===== src/rtl/rfa_consts.vh =====
// rfa_consts.vh: offsets, field codes and reset values for the register field cells.
// assumes: included by bare name from every design file of the block.
`ifndef RFA_CONSTS_VH
`define RFA_CONSTS_VH

// ==========================================================================
// field access kinds
// ==========================================================================
`define RFA_KIND_W       3
`define RFA_KIND_RW      3'h0
`define RFA_KIND_RO      3'h1
`define RFA_KIND_RC      3'h2
`define RFA_KIND_RWC     3'h3
`define RFA_KIND_RW1C    3'h4
`define RFA_KIND_RW1S    3'h5
`define RFA_KIND_W1C     3'h6
`define RFA_KIND_WO      3'h7

// ==========================================================================
// register window offsets (added to the base address)
// ==========================================================================
`define RFA_OFS_CTRL     12'h000
`define RFA_OFS_STATUS   12'h004
`define RFA_OFS_RIS      12'h008
`define RFA_OFS_ICR      12'h00C
`define RFA_OFS_COUNT    12'h010
`define RFA_OFS_SET      12'h014
`define RFA_OFS_CAPT     12'h018
`define RFA_OFS_CMD      12'h01C

// ==========================================================================
// field positions and reset values
// ==========================================================================
`define RFA_CTRL_MODE_HI 15
`define RFA_CTRL_MODE_LO 8
`define RFA_CTRL_EN_BIT  0
`define RFA_CTRL_RESET   32'h00000000
`define RFA_CTRL_MASK    32'h0000FF01
`define RFA_STATUS_RESET 32'h00000000
`define RFA_ZERO32       32'h00000000
`define RFA_ADDR_W       12

`endif


===== src/rtl/rfa_decoder.v =====
// rfa_decoder.v: turns a bus address into one-hot register selects.
// assumes: base and offsets are word aligned; address comes from same-clock logic.
`timescale 1ns/1ps
`include "rfa_consts.vh"

module rfa_decoder #(
  parameter [31:0]  BASE = 32'h40000000
) (
  input  wire [31:0] address,
  output reg  [7:0]  select,
  output reg         hit
);

  wire [31:0] offset = address - BASE;

  always @* begin
    select = 8'h00;
    hit    = 1'b0;
    if (offset[31:`RFA_ADDR_W] != 20'h00000) begin
      hit = 1'b0;
    end else if (offset[`RFA_ADDR_W-1:0] == `RFA_OFS_CTRL) begin
      select = 8'h01;
    end else if (offset[`RFA_ADDR_W-1:0] == `RFA_OFS_STATUS) begin
      select = 8'h02;
    end else if (offset[`RFA_ADDR_W-1:0] == `RFA_OFS_RIS) begin
      select = 8'h04;
    end else if (offset[`RFA_ADDR_W-1:0] == `RFA_OFS_ICR) begin
      select = 8'h08;
    end else if (offset[`RFA_ADDR_W-1:0] == `RFA_OFS_COUNT) begin
      select = 8'h10;
    end else if (offset[`RFA_ADDR_W-1:0] == `RFA_OFS_SET) begin
      select = 8'h20;
    end else if (offset[`RFA_ADDR_W-1:0] == `RFA_OFS_CAPT) begin
      select = 8'h40;
    end else if (offset[`RFA_ADDR_W-1:0] == `RFA_OFS_CMD) begin
      select = 8'h80;
    end
    if (select != 8'h00) hit = 1'b1;
  end

endmodule // rfa_decoder


===== src/rtl/rfa_field_cell.v =====
// rfa_field_cell.v: one register field of configurable access kind and width.
// assumes: write and read strobes are single-cycle, from logic on the same clock.
`timescale 1ns/1ps
`include "rfa_consts.vh"

module rfa_field_cell #(
  parameter                     WIDTH      = 8,
  parameter [`RFA_KIND_W-1:0]   KIND       = `RFA_KIND_RW,
  parameter [31:0]              RESET_VAL  = 32'h00000000,
  parameter [31:0]              RESET_DEF  = 32'hFFFFFFFF
) (
  input  wire                   clock,
  input  wire                   reset_n,
  input  wire                   write_strobe,
  input  wire                   read_strobe,
  input  wire [WIDTH-1:0]       write_data,
  input  wire [WIDTH-1:0]       hw_set,
  input  wire                   hw_load,
  input  wire [WIDTH-1:0]       hw_data,
  output wire [WIDTH-1:0]       value,
  output wire [WIDTH-1:0]       read_data,
  output wire [WIDTH-1:0]       write_pulse
);

  // ==========================================================================
  // per-bit storage
  // ==========================================================================
  reg  [WIDTH-1:0] field;
  reg  [WIDTH-1:0] pulse;
  reg  [WIDTH-1:0] next_field;
  reg  [WIDTH-1:0] next_pulse;
  wire [WIDTH-1:0] reset_val = RESET_VAL[WIDTH-1:0];
  wire [WIDTH-1:0] reset_def = RESET_DEF[WIDTH-1:0];

  genvar b;
  generate
    for (b = 0; b < WIDTH; b = b + 1) begin : g_bit
      always @* begin
        next_field[b] = field[b];
        next_pulse[b] = 1'b0;
        case (KIND)
          `RFA_KIND_RW: begin
            if (write_strobe) next_field[b] = write_data[b];
          end
          `RFA_KIND_RO: begin
            next_field[b] = hw_load ? hw_data[b] : field[b];
          end
          `RFA_KIND_RC: begin
            if (read_strobe) next_field[b] = 1'b0;
            if (hw_set[b]) next_field[b] = 1'b1;
          end
          `RFA_KIND_RWC: begin
            if (write_strobe) next_field[b] = 1'b0;
            if (hw_set[b]) next_field[b] = 1'b1;
          end
          `RFA_KIND_RW1C: begin
            if (write_strobe && write_data[b]) next_field[b] = 1'b0;
            if (hw_set[b]) next_field[b] = 1'b1;
          end
          `RFA_KIND_RW1S: begin
            if (write_strobe && write_data[b]) next_field[b] = 1'b1;
          end
          default: begin
            // write-only kinds keep no state and emit a write pulse
            next_field[b] = 1'b0;
            if (write_strobe) next_pulse[b] = write_data[b];
          end
        endcase
      end

      // a dash bit leaves reset alone and comes up as it will
      always @(posedge clock) begin
        if (!reset_n && reset_def[b]) begin
          field[b] <= reset_val[b];
        end else begin
          field[b] <= next_field[b];
        end
      end

      always @(posedge clock) begin
        if (!reset_n) begin
          pulse[b] <= 1'b0;
        end else begin
          pulse[b] <= next_pulse[b];
        end
      end
    end
  endgenerate

  assign value       = field;
  assign write_pulse = pulse;
  assign read_data   = ((KIND == `RFA_KIND_WO) || (KIND == `RFA_KIND_W1C)) ?
                       {WIDTH{1'b0}} : field;

endmodule // rfa_field_cell


===== src/rtl/rfa_register_bank.v =====
// rfa_register_bank.v: a bank of eight registers, one per field access kind.
// assumes: a single-cycle register port driven by logic on the same clock;
// hardware event and load inputs also come from that clock domain.
//
// Operation
// - read-clear field returns its value then clears on the read
// - read-write field stores written data and returns it on read
// - write-any-clear register is readable; any write clears it
// - write-one-clear: a one clears that bit only, zero leaves it
// - readable status bits cleared exactly by writing back the read value
// - write-one-set: a one sets the bit, zero leaves it, readable
// - write-only clear register clears bits of the associated status register
// - write-only register acts on writes; reads carry no meaning
// - reserved bits read as zero; software preserves them
// - each field takes its reset value; dash bits are left unset
// - registers decode at their offset added to the base address
// - a field upper:lower spans every bit between them inclusive
`timescale 1ns/1ps
`include "rfa_consts.vh"

module rfa_register_bank #(
  parameter [31:0]  BASE      = 32'h40000000,
  parameter         EVENT_W   = 8,
  parameter [31:0]  CAPT_DEF  = 32'h0000FFFF
) (
  input  wire                clock,
  input  wire                reset_n,
  input  wire                reg_select,
  input  wire                reg_write,
  input  wire [31:0]         reg_address,
  input  wire [31:0]         reg_write_data,
  output reg  [31:0]         reg_read_data,
  output reg                 reg_ready,
  output reg                 reg_error,
  input  wire [EVENT_W-1:0]  event_in,
  input  wire [EVENT_W-1:0]  error_event,
  input  wire [EVENT_W-1:0]  count_event,
  input  wire                state_load,
  input  wire [15:0]         state_data,
  output reg                 enable,
  output reg  [7:0]          mode,
  output reg  [EVENT_W-1:0]  pending,
  output reg  [EVENT_W-1:0]  latched,
  output reg  [EVENT_W-1:0]  command
);

  // ==========================================================================
  // access strobes
  // ==========================================================================
  wire [7:0] select;
  wire       hit;
  wire       access = reg_select && !reg_ready;
  wire       wr     = access && reg_write;
  wire       rd     = access && !reg_write;

  rfa_decoder #(
    .BASE    (BASE)
  ) u_decoder (
    .address (reg_address),
    .select  (select),
    .hit     (hit)
  );

  // ==========================================================================
  // control: read-write mode and enable fields
  // ==========================================================================
  wire [7:0] mode_value;
  wire [0:0] en_value;

  rfa_field_cell #(
    .WIDTH       (`RFA_CTRL_MODE_HI - `RFA_CTRL_MODE_LO + 1),
    .KIND        (`RFA_KIND_RW),
    .RESET_VAL   (`RFA_CTRL_RESET)
  ) u_mode (
    .clock       (clock),
    .reset_n     (reset_n),
    .write_strobe(wr && select[0]),
    .read_strobe (1'b0),
    .write_data  (reg_write_data[`RFA_CTRL_MODE_HI:`RFA_CTRL_MODE_LO]),
    .hw_set      (8'h00),
    .hw_load     (1'b0),
    .hw_data     (8'h00),
    .value       (mode_value),
    .read_data   (),
    .write_pulse ()
  );

  rfa_field_cell #(
    .WIDTH       (1),
    .KIND        (`RFA_KIND_RW),
    .RESET_VAL   (`RFA_CTRL_RESET)
  ) u_enable (
    .clock       (clock),
    .reset_n     (reset_n),
    .write_strobe(wr && select[0]),
    .read_strobe (1'b0),
    .write_data  (reg_write_data[`RFA_CTRL_EN_BIT]),
    .hw_set      (1'b0),
    .hw_load     (1'b0),
    .hw_data     (1'b0),
    .value       (en_value),
    .read_data   (),
    .write_pulse ()
  );

  // ==========================================================================
  // status: read-only, loaded by hardware
  // ==========================================================================
  wire [15:0] status_value;

  rfa_field_cell #(
    .WIDTH       (16),
    .KIND        (`RFA_KIND_RO),
    .RESET_VAL   (`RFA_STATUS_RESET)
  ) u_status (
    .clock       (clock),
    .reset_n     (reset_n),
    .write_strobe(wr && select[1]),
    .read_strobe (1'b0),
    .write_data  (reg_write_data[15:0]),
    .hw_set      (16'h0000),
    .hw_load     (state_load),
    .hw_data     (state_data),
    .value       (status_value),
    .read_data   (),
    .write_pulse ()
  );

  // ==========================================================================
  // raw interrupt status (write-one-clear) and its write-only clear register
  // ==========================================================================
  wire [EVENT_W-1:0] ris_value;
  wire [EVENT_W-1:0] icr_pulse;
  wire               ris_clear = (wr && select[2]) || (|icr_pulse);
  wire [EVENT_W-1:0] ris_data  = (wr && select[2]) ? reg_write_data[EVENT_W-1:0]
                                                   : icr_pulse;

  rfa_field_cell #(
    .WIDTH       (EVENT_W),
    .KIND        (`RFA_KIND_RW1C),
    .RESET_VAL   (`RFA_ZERO32)
  ) u_ris (
    .clock       (clock),
    .reset_n     (reset_n),
    .write_strobe(ris_clear),
    .read_strobe (1'b0),
    .write_data  (ris_data),
    .hw_set      (event_in),
    .hw_load     (1'b0),
    .hw_data     ({EVENT_W{1'b0}}),
    .value       (ris_value),
    .read_data   (),
    .write_pulse ()
  );

  rfa_field_cell #(
    .WIDTH       (EVENT_W),
    .KIND        (`RFA_KIND_W1C),
    .RESET_VAL   (`RFA_ZERO32)
  ) u_icr (
    .clock       (clock),
    .reset_n     (reset_n),
    .write_strobe(wr && select[3]),
    .read_strobe (1'b0),
    .write_data  (reg_write_data[EVENT_W-1:0]),
    .hw_set      ({EVENT_W{1'b0}}),
    .hw_load     (1'b0),
    .hw_data     ({EVENT_W{1'b0}}),
    .value       (),
    .read_data   (),
    .write_pulse (icr_pulse)
  );

  // ==========================================================================
  // event log (write-any-clear), set register, read-clear capture, command
  // ==========================================================================
  wire [EVENT_W-1:0] count_value;
  wire [EVENT_W-1:0] set_value;
  wire [15:0]        capt_value;
  wire [EVENT_W-1:0] cmd_pulse;

  rfa_field_cell #(
    .WIDTH       (EVENT_W),
    .KIND        (`RFA_KIND_RWC),
    .RESET_VAL   (`RFA_ZERO32)
  ) u_count (
    .clock       (clock),
    .reset_n     (reset_n),
    .write_strobe(wr && select[4]),
    .read_strobe (1'b0),
    .write_data  (reg_write_data[EVENT_W-1:0]),
    .hw_set      (count_event),
    .hw_load     (1'b0),
    .hw_data     ({EVENT_W{1'b0}}),
    .value       (count_value),
    .read_data   (),
    .write_pulse ()
  );

  rfa_field_cell #(
    .WIDTH       (EVENT_W),
    .KIND        (`RFA_KIND_RW1S),
    .RESET_VAL   (`RFA_ZERO32)
  ) u_set (
    .clock       (clock),
    .reset_n     (reset_n),
    .write_strobe(wr && select[5]),
    .read_strobe (1'b0),
    .write_data  (reg_write_data[EVENT_W-1:0]),
    .hw_set      ({EVENT_W{1'b0}}),
    .hw_load     (1'b0),
    .hw_data     ({EVENT_W{1'b0}}),
    .value       (set_value),
    .read_data   (),
    .write_pulse ()
  );

  // bits left clear in CAPT_DEF are dash bits: no reset value
  rfa_field_cell #(
    .WIDTH       (16),
    .KIND        (`RFA_KIND_RC),
    .RESET_VAL   (`RFA_ZERO32),
    .RESET_DEF   (CAPT_DEF)
  ) u_capt (
    .clock       (clock),
    .reset_n     (reset_n),
    .write_strobe(wr && select[6]),
    .read_strobe (rd && select[6]),
    .write_data  (reg_write_data[15:0]),
    .hw_set      ({{(16-EVENT_W){1'b0}}, error_event}),
    .hw_load     (1'b0),
    .hw_data     (16'h0000),
    .value       (capt_value),
    .read_data   (),
    .write_pulse ()
  );

  rfa_field_cell #(
    .WIDTH       (EVENT_W),
    .KIND        (`RFA_KIND_WO),
    .RESET_VAL   (`RFA_ZERO32)
  ) u_cmd (
    .clock       (clock),
    .reset_n     (reset_n),
    .write_strobe(wr && select[7]),
    .read_strobe (1'b0),
    .write_data  (reg_write_data[EVENT_W-1:0]),
    .hw_set      ({EVENT_W{1'b0}}),
    .hw_load     (1'b0),
    .hw_data     ({EVENT_W{1'b0}}),
    .value       (),
    .read_data   (),
    .write_pulse (cmd_pulse)
  );

  // ==========================================================================
  // read mux: reserved bits and write-only registers read zero
  // ==========================================================================
  reg [31:0] next_read_data;

  always @* begin
    next_read_data = `RFA_ZERO32;
    if (select[0]) begin
      next_read_data[`RFA_CTRL_MODE_HI:`RFA_CTRL_MODE_LO] = mode_value;
      next_read_data[`RFA_CTRL_EN_BIT] = en_value[0];
    end else if (select[1]) begin
      next_read_data[15:0] = status_value;
    end else if (select[2]) begin
      next_read_data[EVENT_W-1:0] = ris_value;
    end else if (select[4]) begin
      next_read_data[EVENT_W-1:0] = count_value;
    end else if (select[5]) begin
      next_read_data[EVENT_W-1:0] = set_value;
    end else if (select[6]) begin
      next_read_data[15:0] = capt_value;
    end
  end

  // ==========================================================================
  // port answer and registered outputs
  // ==========================================================================
  always @(posedge clock) begin
    if (!reset_n) begin
      reg_read_data <= `RFA_ZERO32;
      reg_ready     <= 1'b0;
      reg_error     <= 1'b0;
      enable        <= 1'b0;
      mode          <= 8'h00;
      pending       <= {EVENT_W{1'b0}};
      latched       <= {EVENT_W{1'b0}};
      command       <= {EVENT_W{1'b0}};
    end else begin
      reg_ready     <= access;
      reg_error     <= access && !hit;
      if (rd) reg_read_data <= next_read_data;
      enable        <= en_value[0];
      mode          <= mode_value;
      pending       <= ris_value & {EVENT_W{en_value[0]}};
      latched       <= set_value;
      command       <= cmd_pulse;
    end
  end

endmodule // rfa_register_bank


===== config.mk =====
export PLATFORM = sky130hd
export DESIGN_NAME = rfa_register_bank
export DESIGN_NICKNAME = d
export VERILOG_FILES = /design/src/rtl/rfa_decoder.v /design/src/rtl/rfa_field_cell.v /design/src/rtl/rfa_register_bank.v
export VERILOG_INCLUDE_DIRS = /design/src /design/src/rtl
export SDC_FILE = /design/constraint.sdc
export NUM_CORES = 1
export LEC_CHECK = 0
export ABC_AREA = 1
export BUFFER_PORTS_ARGS = -buffer_cell sky130_fd_sc_hd__buf_2
export CORE_MARGIN = 5
export CORE_UTILIZATION = 39
export DETAILED_ROUTE_END_ITERATION = 8
export PLACE_DENSITY = 0.65
export RECOVER_POWER = 50
export SLEW_MARGIN = 5
export SYNTH_ARGS = -nofsm -noshare
export SYNTH_HDL_FRONTEND = slang
export SYNTH_SLANG_ARGS = --single-unit

===== constraint.sdc =====
create_clock -name clock -period 3.5 [get_ports clock]
set_clock_uncertainty 0.15 [all_clocks]
set_input_delay 0.7 -clock clock [delete_from_list [all_inputs] [get_ports clock]]
set_output_delay 0.7 -clock clock [all_outputs]
set_load 0.02 [all_outputs]

==> results of run 1 <==
-- cell families (layout without fill, tap and decap cells) --
logic type	count (synthesis)	in the layout	synth area share, %
buffers and inverters	133	281	11.4
AO/OA/AOI/OAI	111	111	12.3
AND/OR/NAND/NOR	286	286	25.7
other	1	16	0.0763
flip-flops	124	124	50.5
-- synthesized netlist by cell type --
master,instances,area [sq um]
a211oi_1,1,7.51
conb_1,1,3.75
nor2_1,125,469
o21ai_1,12,60.1
or2_0,2,12.5
inv_2,11,41.3
nor2_2,7,43.8
dfxtp_1,124,2480
nand4_1,9,56.3
clkbuf_1,12,45.0
buf_2,1,5.00
a21oi_1,47,235
o211ai_1,19,143
nor2_8,1,20.0
buf_1,1,3.75
nor2_4,4,45.0
nor3_2,4,40.0
nor3_1,5,25.0
o21ai_0,32,160
nand3b_1,2,15.0
nand2_1,97,364
inv_1,91,342
nand3_1,20,100
nand3_2,3,30.0
clkinv_1,1,3.75
nand2_2,7,43.8
buf_4,16,120
-- power groups by stage --
stage	logic, mW	registers [mW]	clock network, mW
finish	0.205	1.47	1.66
global route	0.229	1.48	1.77
CTS	0.207	1.47	1.70
detailed placement	0.205	1.50	0
global placement	0.203	1.50	0
floorplan	0.123	1.50	0
-- critical path: cells and delay by family --
family | cells | cell delay [ns]
buffers and inverters | 3 | 1.34
AND/OR/NAND/NOR | 2 | 0.40
AO/OA/AOI/OAI | 1 | 0.06
-- routing by layer --
layer / vias to the layer above / wire, um / track usage (%)
li1: 2331 / - / -
met1: 1995 / 5840 / 21.8
met5: - / 0 / 0
met3: 22 / 846 / 5.21
met4: 0 / 250 / 6.16
met2: 153 / 6050 / 28.3
-- state kept, by name, summed over array words and instances (netlist names) --
name                count
command                 8
enable                  1
latched                 8
mode                    8
pending                 8
reg_error               1
reg_read_data          16
reg_ready               1
u_capt.read_data        8
u_cmd.write_pulse       8
u_count.read_data       8
u_enable.read_data      1
u_icr.write_pulse       8
u_mode.read_data        8
u_ris.read_data         8
u_set.read_data         8
u_status.read_data     16
-- final timing paths --
| check | end | depth (start not counted) |
|---|---|---|
| worst max-delay path | reg_error | 6 |
| worst min-delay path | command[7] | 2 |
| worst max register to register | u_mode.read_data[6] | 6 |
| worst min register to register | command[7] | 2 |
-- cell type report --
| type | instances | area, sq um |
|---|---|---|
| well taps | 172 | 215 |
| repair buffers | 146 | 687 |
| inverters | 103 | 387 |
| flip-flops and latches | 124 | 2480 |
| clock buffers | 20 | 447 |
| clock inverters | 12 | 121 |
| multi-input cells | 413 | 1930 |
| fillers | 1308 | 6200 |
-- per-stage QoR --
step                      cells  cell area, sq um  utilization, %  hold WS (ns)  worst slack, ns
after CTS                   990              6320            50.7         0.261             1.47
after detailed placement    958              5750            46.2         0.250             1.04
after floorplan             670              4970               -         0.240             1.45
after global placement      958              5750            46.2         0.247             1.06
after global routing        990              6270            50.3         0.272             1.06
final                       990              6270            50.3         0.259             1.13
==> metrics, run 1 <==
outcome finished with violations; failing checks capacitance limit, slew limit; Post-CTS Resized 0; leading cell type in the layout, fill and taps excluded nor2_1; sequential share of the synthesized area roughly half; Fmax 422 MHz; Worst setup SP type primary input; final hold violations 0; DR iter-0 viols between 200 and 250; CP max stage delay 1.12 ns; CTS tree done; Comb pwr share 6.1%; post-DR vias/cell 4.55; area of the core 12,500 sq um; CTS Sinks 124; Hold Buf Count CTS 0; Tcrit/Tclk final 67.7%; Die ar. 15,000 sq um; Wirelength per Cell around 13 um; crit-path cells clkbuf_1 -> clkinv_1 -> clkbuf_1 -> nor2_1 -> nand3_1 -> a211oi_1; R2R Path Start reg_ready; yosys warns 0; RSZ-0062 raised after global routing false; drt drc 0; Sw Share 22.5%; Mapped Cells 655; DP HPWL 10,000 um; worst vdd ir 0.290 mV; nets@finish 914; gr ovfl total 0; Req. time, crit path 3.63 ns; drt pass-1 iters 4; P per Cell Area 533 nW/um^2; Tmin final approximately 2.4 ns; global-route wire length before repair 20,100 um; Yosys reg bits about 120; Post-Syn Area per Cell 7.51 sq um; vias in the first global route between 4k and 5k; P_sw 0.753 mW; final setup TNS 0 ns; Die Span Y 122 um; Seq pwr share between 40% and 50%; slew of the pin with the lowest slew margin 1.54 ns; Final Power around 3.3 mW; I/O Buffers approximately 140; largest net degree at the start of global routing 59; Netlist cell types 27; CTS buffer count 17; total track usage 17.4%; Clock transition at path regs around 0.050 ns; worst hold path type reg2reg; I/O pins 176; post-CTS setup buffers 0; launch point of the worst path reset_n; Hold Path Origin u_cmd.write_pulse[7]; Arr. time, crit path approximately 2.5 ns; die width 122 um; via count 4,501; critical path class in2reg; drt total wl approximately 13,000 um; Clock Path Buffers 2; P_int 2.59 mW; max-slew violations 34; worst-path cell with the longest stage delay clkbuf_1; power share of the clock group 49.8%; clk_lat worst skew 0.41 ns; Initial Util 39.4%; relative slew slack -2.90%; reg2reg setup slack 1.75 ns; initial antenna violation count 0; Syn-to-layout area delta 27.5%; H-tree depth 4; Leakage 3.02 nW; max cap viols 1; final antenna-violating net count 0; layout cells sized above 1 21.3%; GP Congestion 0.918; Worst Path Max Fanout 33; final setup fails 0; ant diodes 0; num rows just over 40; most frequent CP cell clkbuf_1; most frequent cells in the layout nor2_1 (125), dfxtp_1 (124), buf_2 (105); Mapped Area 4920 sq um; clock root buffer clkbuf_16; crit path capture type register
Note: power is estimated with default switching activity, not from simulation.
==> inputs of run 2 (changes only) <==
--- a/config.mk
+++ b/config.mk
@@ -6,7 +6,7 @@
 export SDC_FILE = /design/constraint.sdc
 export NUM_CORES = 1
 export LEC_CHECK = 0
-export ABC_AREA = 1
+export ABC_AREA = 0
 export BUFFER_PORTS_ARGS = -buffer_cell sky130_fd_sc_hd__buf_2
 export CORE_MARGIN = 5
 export CORE_UTILIZATION = 39
==> constraint.sdc (replaced) <==
create_clock -name clock -period 2.2 [get_ports clock]
set_clock_uncertainty 0.15 [all_clocks]
set_input_delay 0.44 -clock clock [delete_from_list [all_inputs] [get_ports clock]]
set_output_delay 0.44 -clock clock [all_outputs]
set_load 0.02 [all_outputs]
==> run 2 against run 1 <==
The flow now finishes without violations; synthesized area grew 0.28%; count of clock-buffer cells in the layout shrank 1; critical path depth shrank 1; register-to-register slack lost 1.5 ns; sequential power grew 59%; wire length grew 2.0%; first-iteration DRC count shrank 5.0%.
==> metrics, run 2 <==
pre-CTS WS -0.166 ns; RSZ-0062 raised after global routing false; number of flops mapped to enable cells by yosys 0; Post-Syn Area per Cell 10.3 sq um; Final Power about 5.3 mW; max-slew violations 0; Comb pwr share between 6 and 7%; DP HPWL between 9000 and 10,000 um; num rows 41; crit-path cells nand3b_1 -> or3b_2 -> or3_1 -> nand4b_1 -> nand3_1; top post-synthesis cells by count dfxtp_1 (124), nor2b_1 (51), and2_1 (42); yosys warns 0; Req. time, crit path 2.33 ns; GP Congestion 0.855; CTS tree done; Clock Path Buffers 2; Seq pwr share 44.2%; Worst setup SP type register; count leader, synth dfxtp_1; via count 3,946; ant diodes 0; Die Span Y roughly 120 um; worst vdd ir 0.409 mV; drt pass-1 iters 4; Syn-to-layout area delta 29.0%; sequential share of the synthesized area between 50 and 60%; clk_lat worst skew 0.41 ns; slew of the pin with the lowest slew margin 0.995 ns; drt total wl 13,200 um; I/O pins 176; CTS buffer count 17; CTS Sinks 124; top cell type's share of synthesized area 50.3%; area of the core 12,500 sq um; launch point of the worst path reg_ready; final hold violations 0; Mapped Cells roughly 480; Setup WS post-layout 0.204 ns; Netlist cell types 45; Tcrit/Tclk final between 90 and 100%; area leader, netlist dfxtp_1; crit path capture type register; gr ovfl total 0; final setup fails 0; Hold Path Origin event_in[2]; nets@finish 740; Worst Path Max Fanout 8; H-tree depth 4; most frequent cells in the layout dfxtp_1 (124), buf_2 (106), nor2b_1 (51); die width about 120 um; largest net degree at the start of global routing 115; final antenna-violating net count 0; Yosys reg bits 124; DR iter-0 viols 209; relative slew slack 33.6%; drt drc 0; post-CTS setup buffers 0; layout cells sized above 1 between 20% and 30%; final setup TNS 0 ns; power share of the clock group just under 50%; Clock transition at path regs 0.05 ns; R2R Path Start reg_ready; Initial Util 39.4%; P per Cell Area roughly 830 nW/um^2; post-DR vias/cell 4.84; max cap viols 0; P_sw 1.19 mW; global-route wire length before repair 20,600 um; I/O Buffers 143; total track usage 17.9%; outcome finished, final reports clean; Die ar. 15,000 sq um; Post-CTS Resized 0; critical path class reg2reg; hold slack ~0.11 ns; asr flop ratio synth 0%; Synth Flop Type dfxtp_1; clock root buffer clkbuf_16; Hold Buf Count CTS 0; worst hold path type in2reg; Tmin final 2.00 ns; worst-path cell with the longest stage delay or3b_2; P_int 4.11 mW; Wirelength per Cell 16.3 um; vias in the first global route 4,022; leading cell type in the layout, fill and taps excluded dfxtp_1; CP max stage delay 0.49 ns; top cells by area, synth dfxtp_1 (50%), nor2b_1 (6.5%), mux2i_1 (5.9%); Leakage roughly 2.7 nW; initial antenna violation count 0; Mapped Area approximately 4900 sq um; Fmax ~500 MHz; Sw Share 22.5%; Arr. time, crit path approximately 2.1 ns
-- run 2: cells by family (layout without fill, tap and decap cells) --
kind of cell           after synthesis  in the layout  share of synthesized area (%)
AND/OR/NAND/NOR                    198            198                           26.9
AO/OA/AOI/OAI                       71             71                           9.82
multiplexers                        37             37                           7.71
buffers and inverters               48            197                           5.13
other                                1             16                         0.0760
flip-flops                         124            124                           50.3
-- run 2: final timing paths --
path         slack (ns)  cells after the start            endpoint
max reg2reg        0.20                      5  u_ris.read_data[0]
min                0.11                      3  u_ris.read_data[2]
max                0.20                      5  u_ris.read_data[0]
min reg2reg        0.28                      1          command[2]
-- run 2: metrics by stage --
stage / cell area, sq um / util (%) / instances
detailed placement: 5860 / 46.8 / 784
global placement: 5860 / 46.8 / 784
finish: 6360 / 50.8 / 815
floorplan: 4990 / - / 494
CTS: 6420 / 51.3 / 815
global route: 6360 / 50.8 / 815
-- run 2: critical path, delay by kind of cell, from the launching register on --
kind             cells  cell delay, ns
AND/OR/NAND/NOR      5            1.40
flip-flops           1            0.32
-- run 2: cell type report --
| class | count | area (sq um) |
|---|---|---|
| clock buffer | 19 | 433 |
| clock inverter | 12 | 124 |
| fill | 1186 | 6160 |
| multi-input combinational | 322 | 2250 |
| timing repair buffer | 166 | 855 |
| sequential | 124 | 2480 |
| tap | 172 | 215 |
-- run 2: per-layer routing --
| layer | up-vias | global-route usage [%] | part of all wire [%] |
|---|---|---|---|
| met5 | - | 0 | 0 |
| met4 | 0 | 5.67 | 0.99 |
| met3 | 10 | 5.02 | 6.7 |
| met2 | 137 | 28.8 | 48 |
| met1 | 1839 | 23.4 | 45 |
| li1 | 1960 | - | - |
-- run 2: power groups by stage --
stage          Sequential (mW)  Combinational [mW]  Clock (mW)
2_1_floorplan             2.38               0.219           0
3_3_place_gp              2.39               0.345           0
3_5_place_dp              2.39               0.354           0
4_1_cts                   2.34               0.355        2.66
5_1_grt                   2.35               0.391        2.76
6_report                  2.34               0.352        2.61
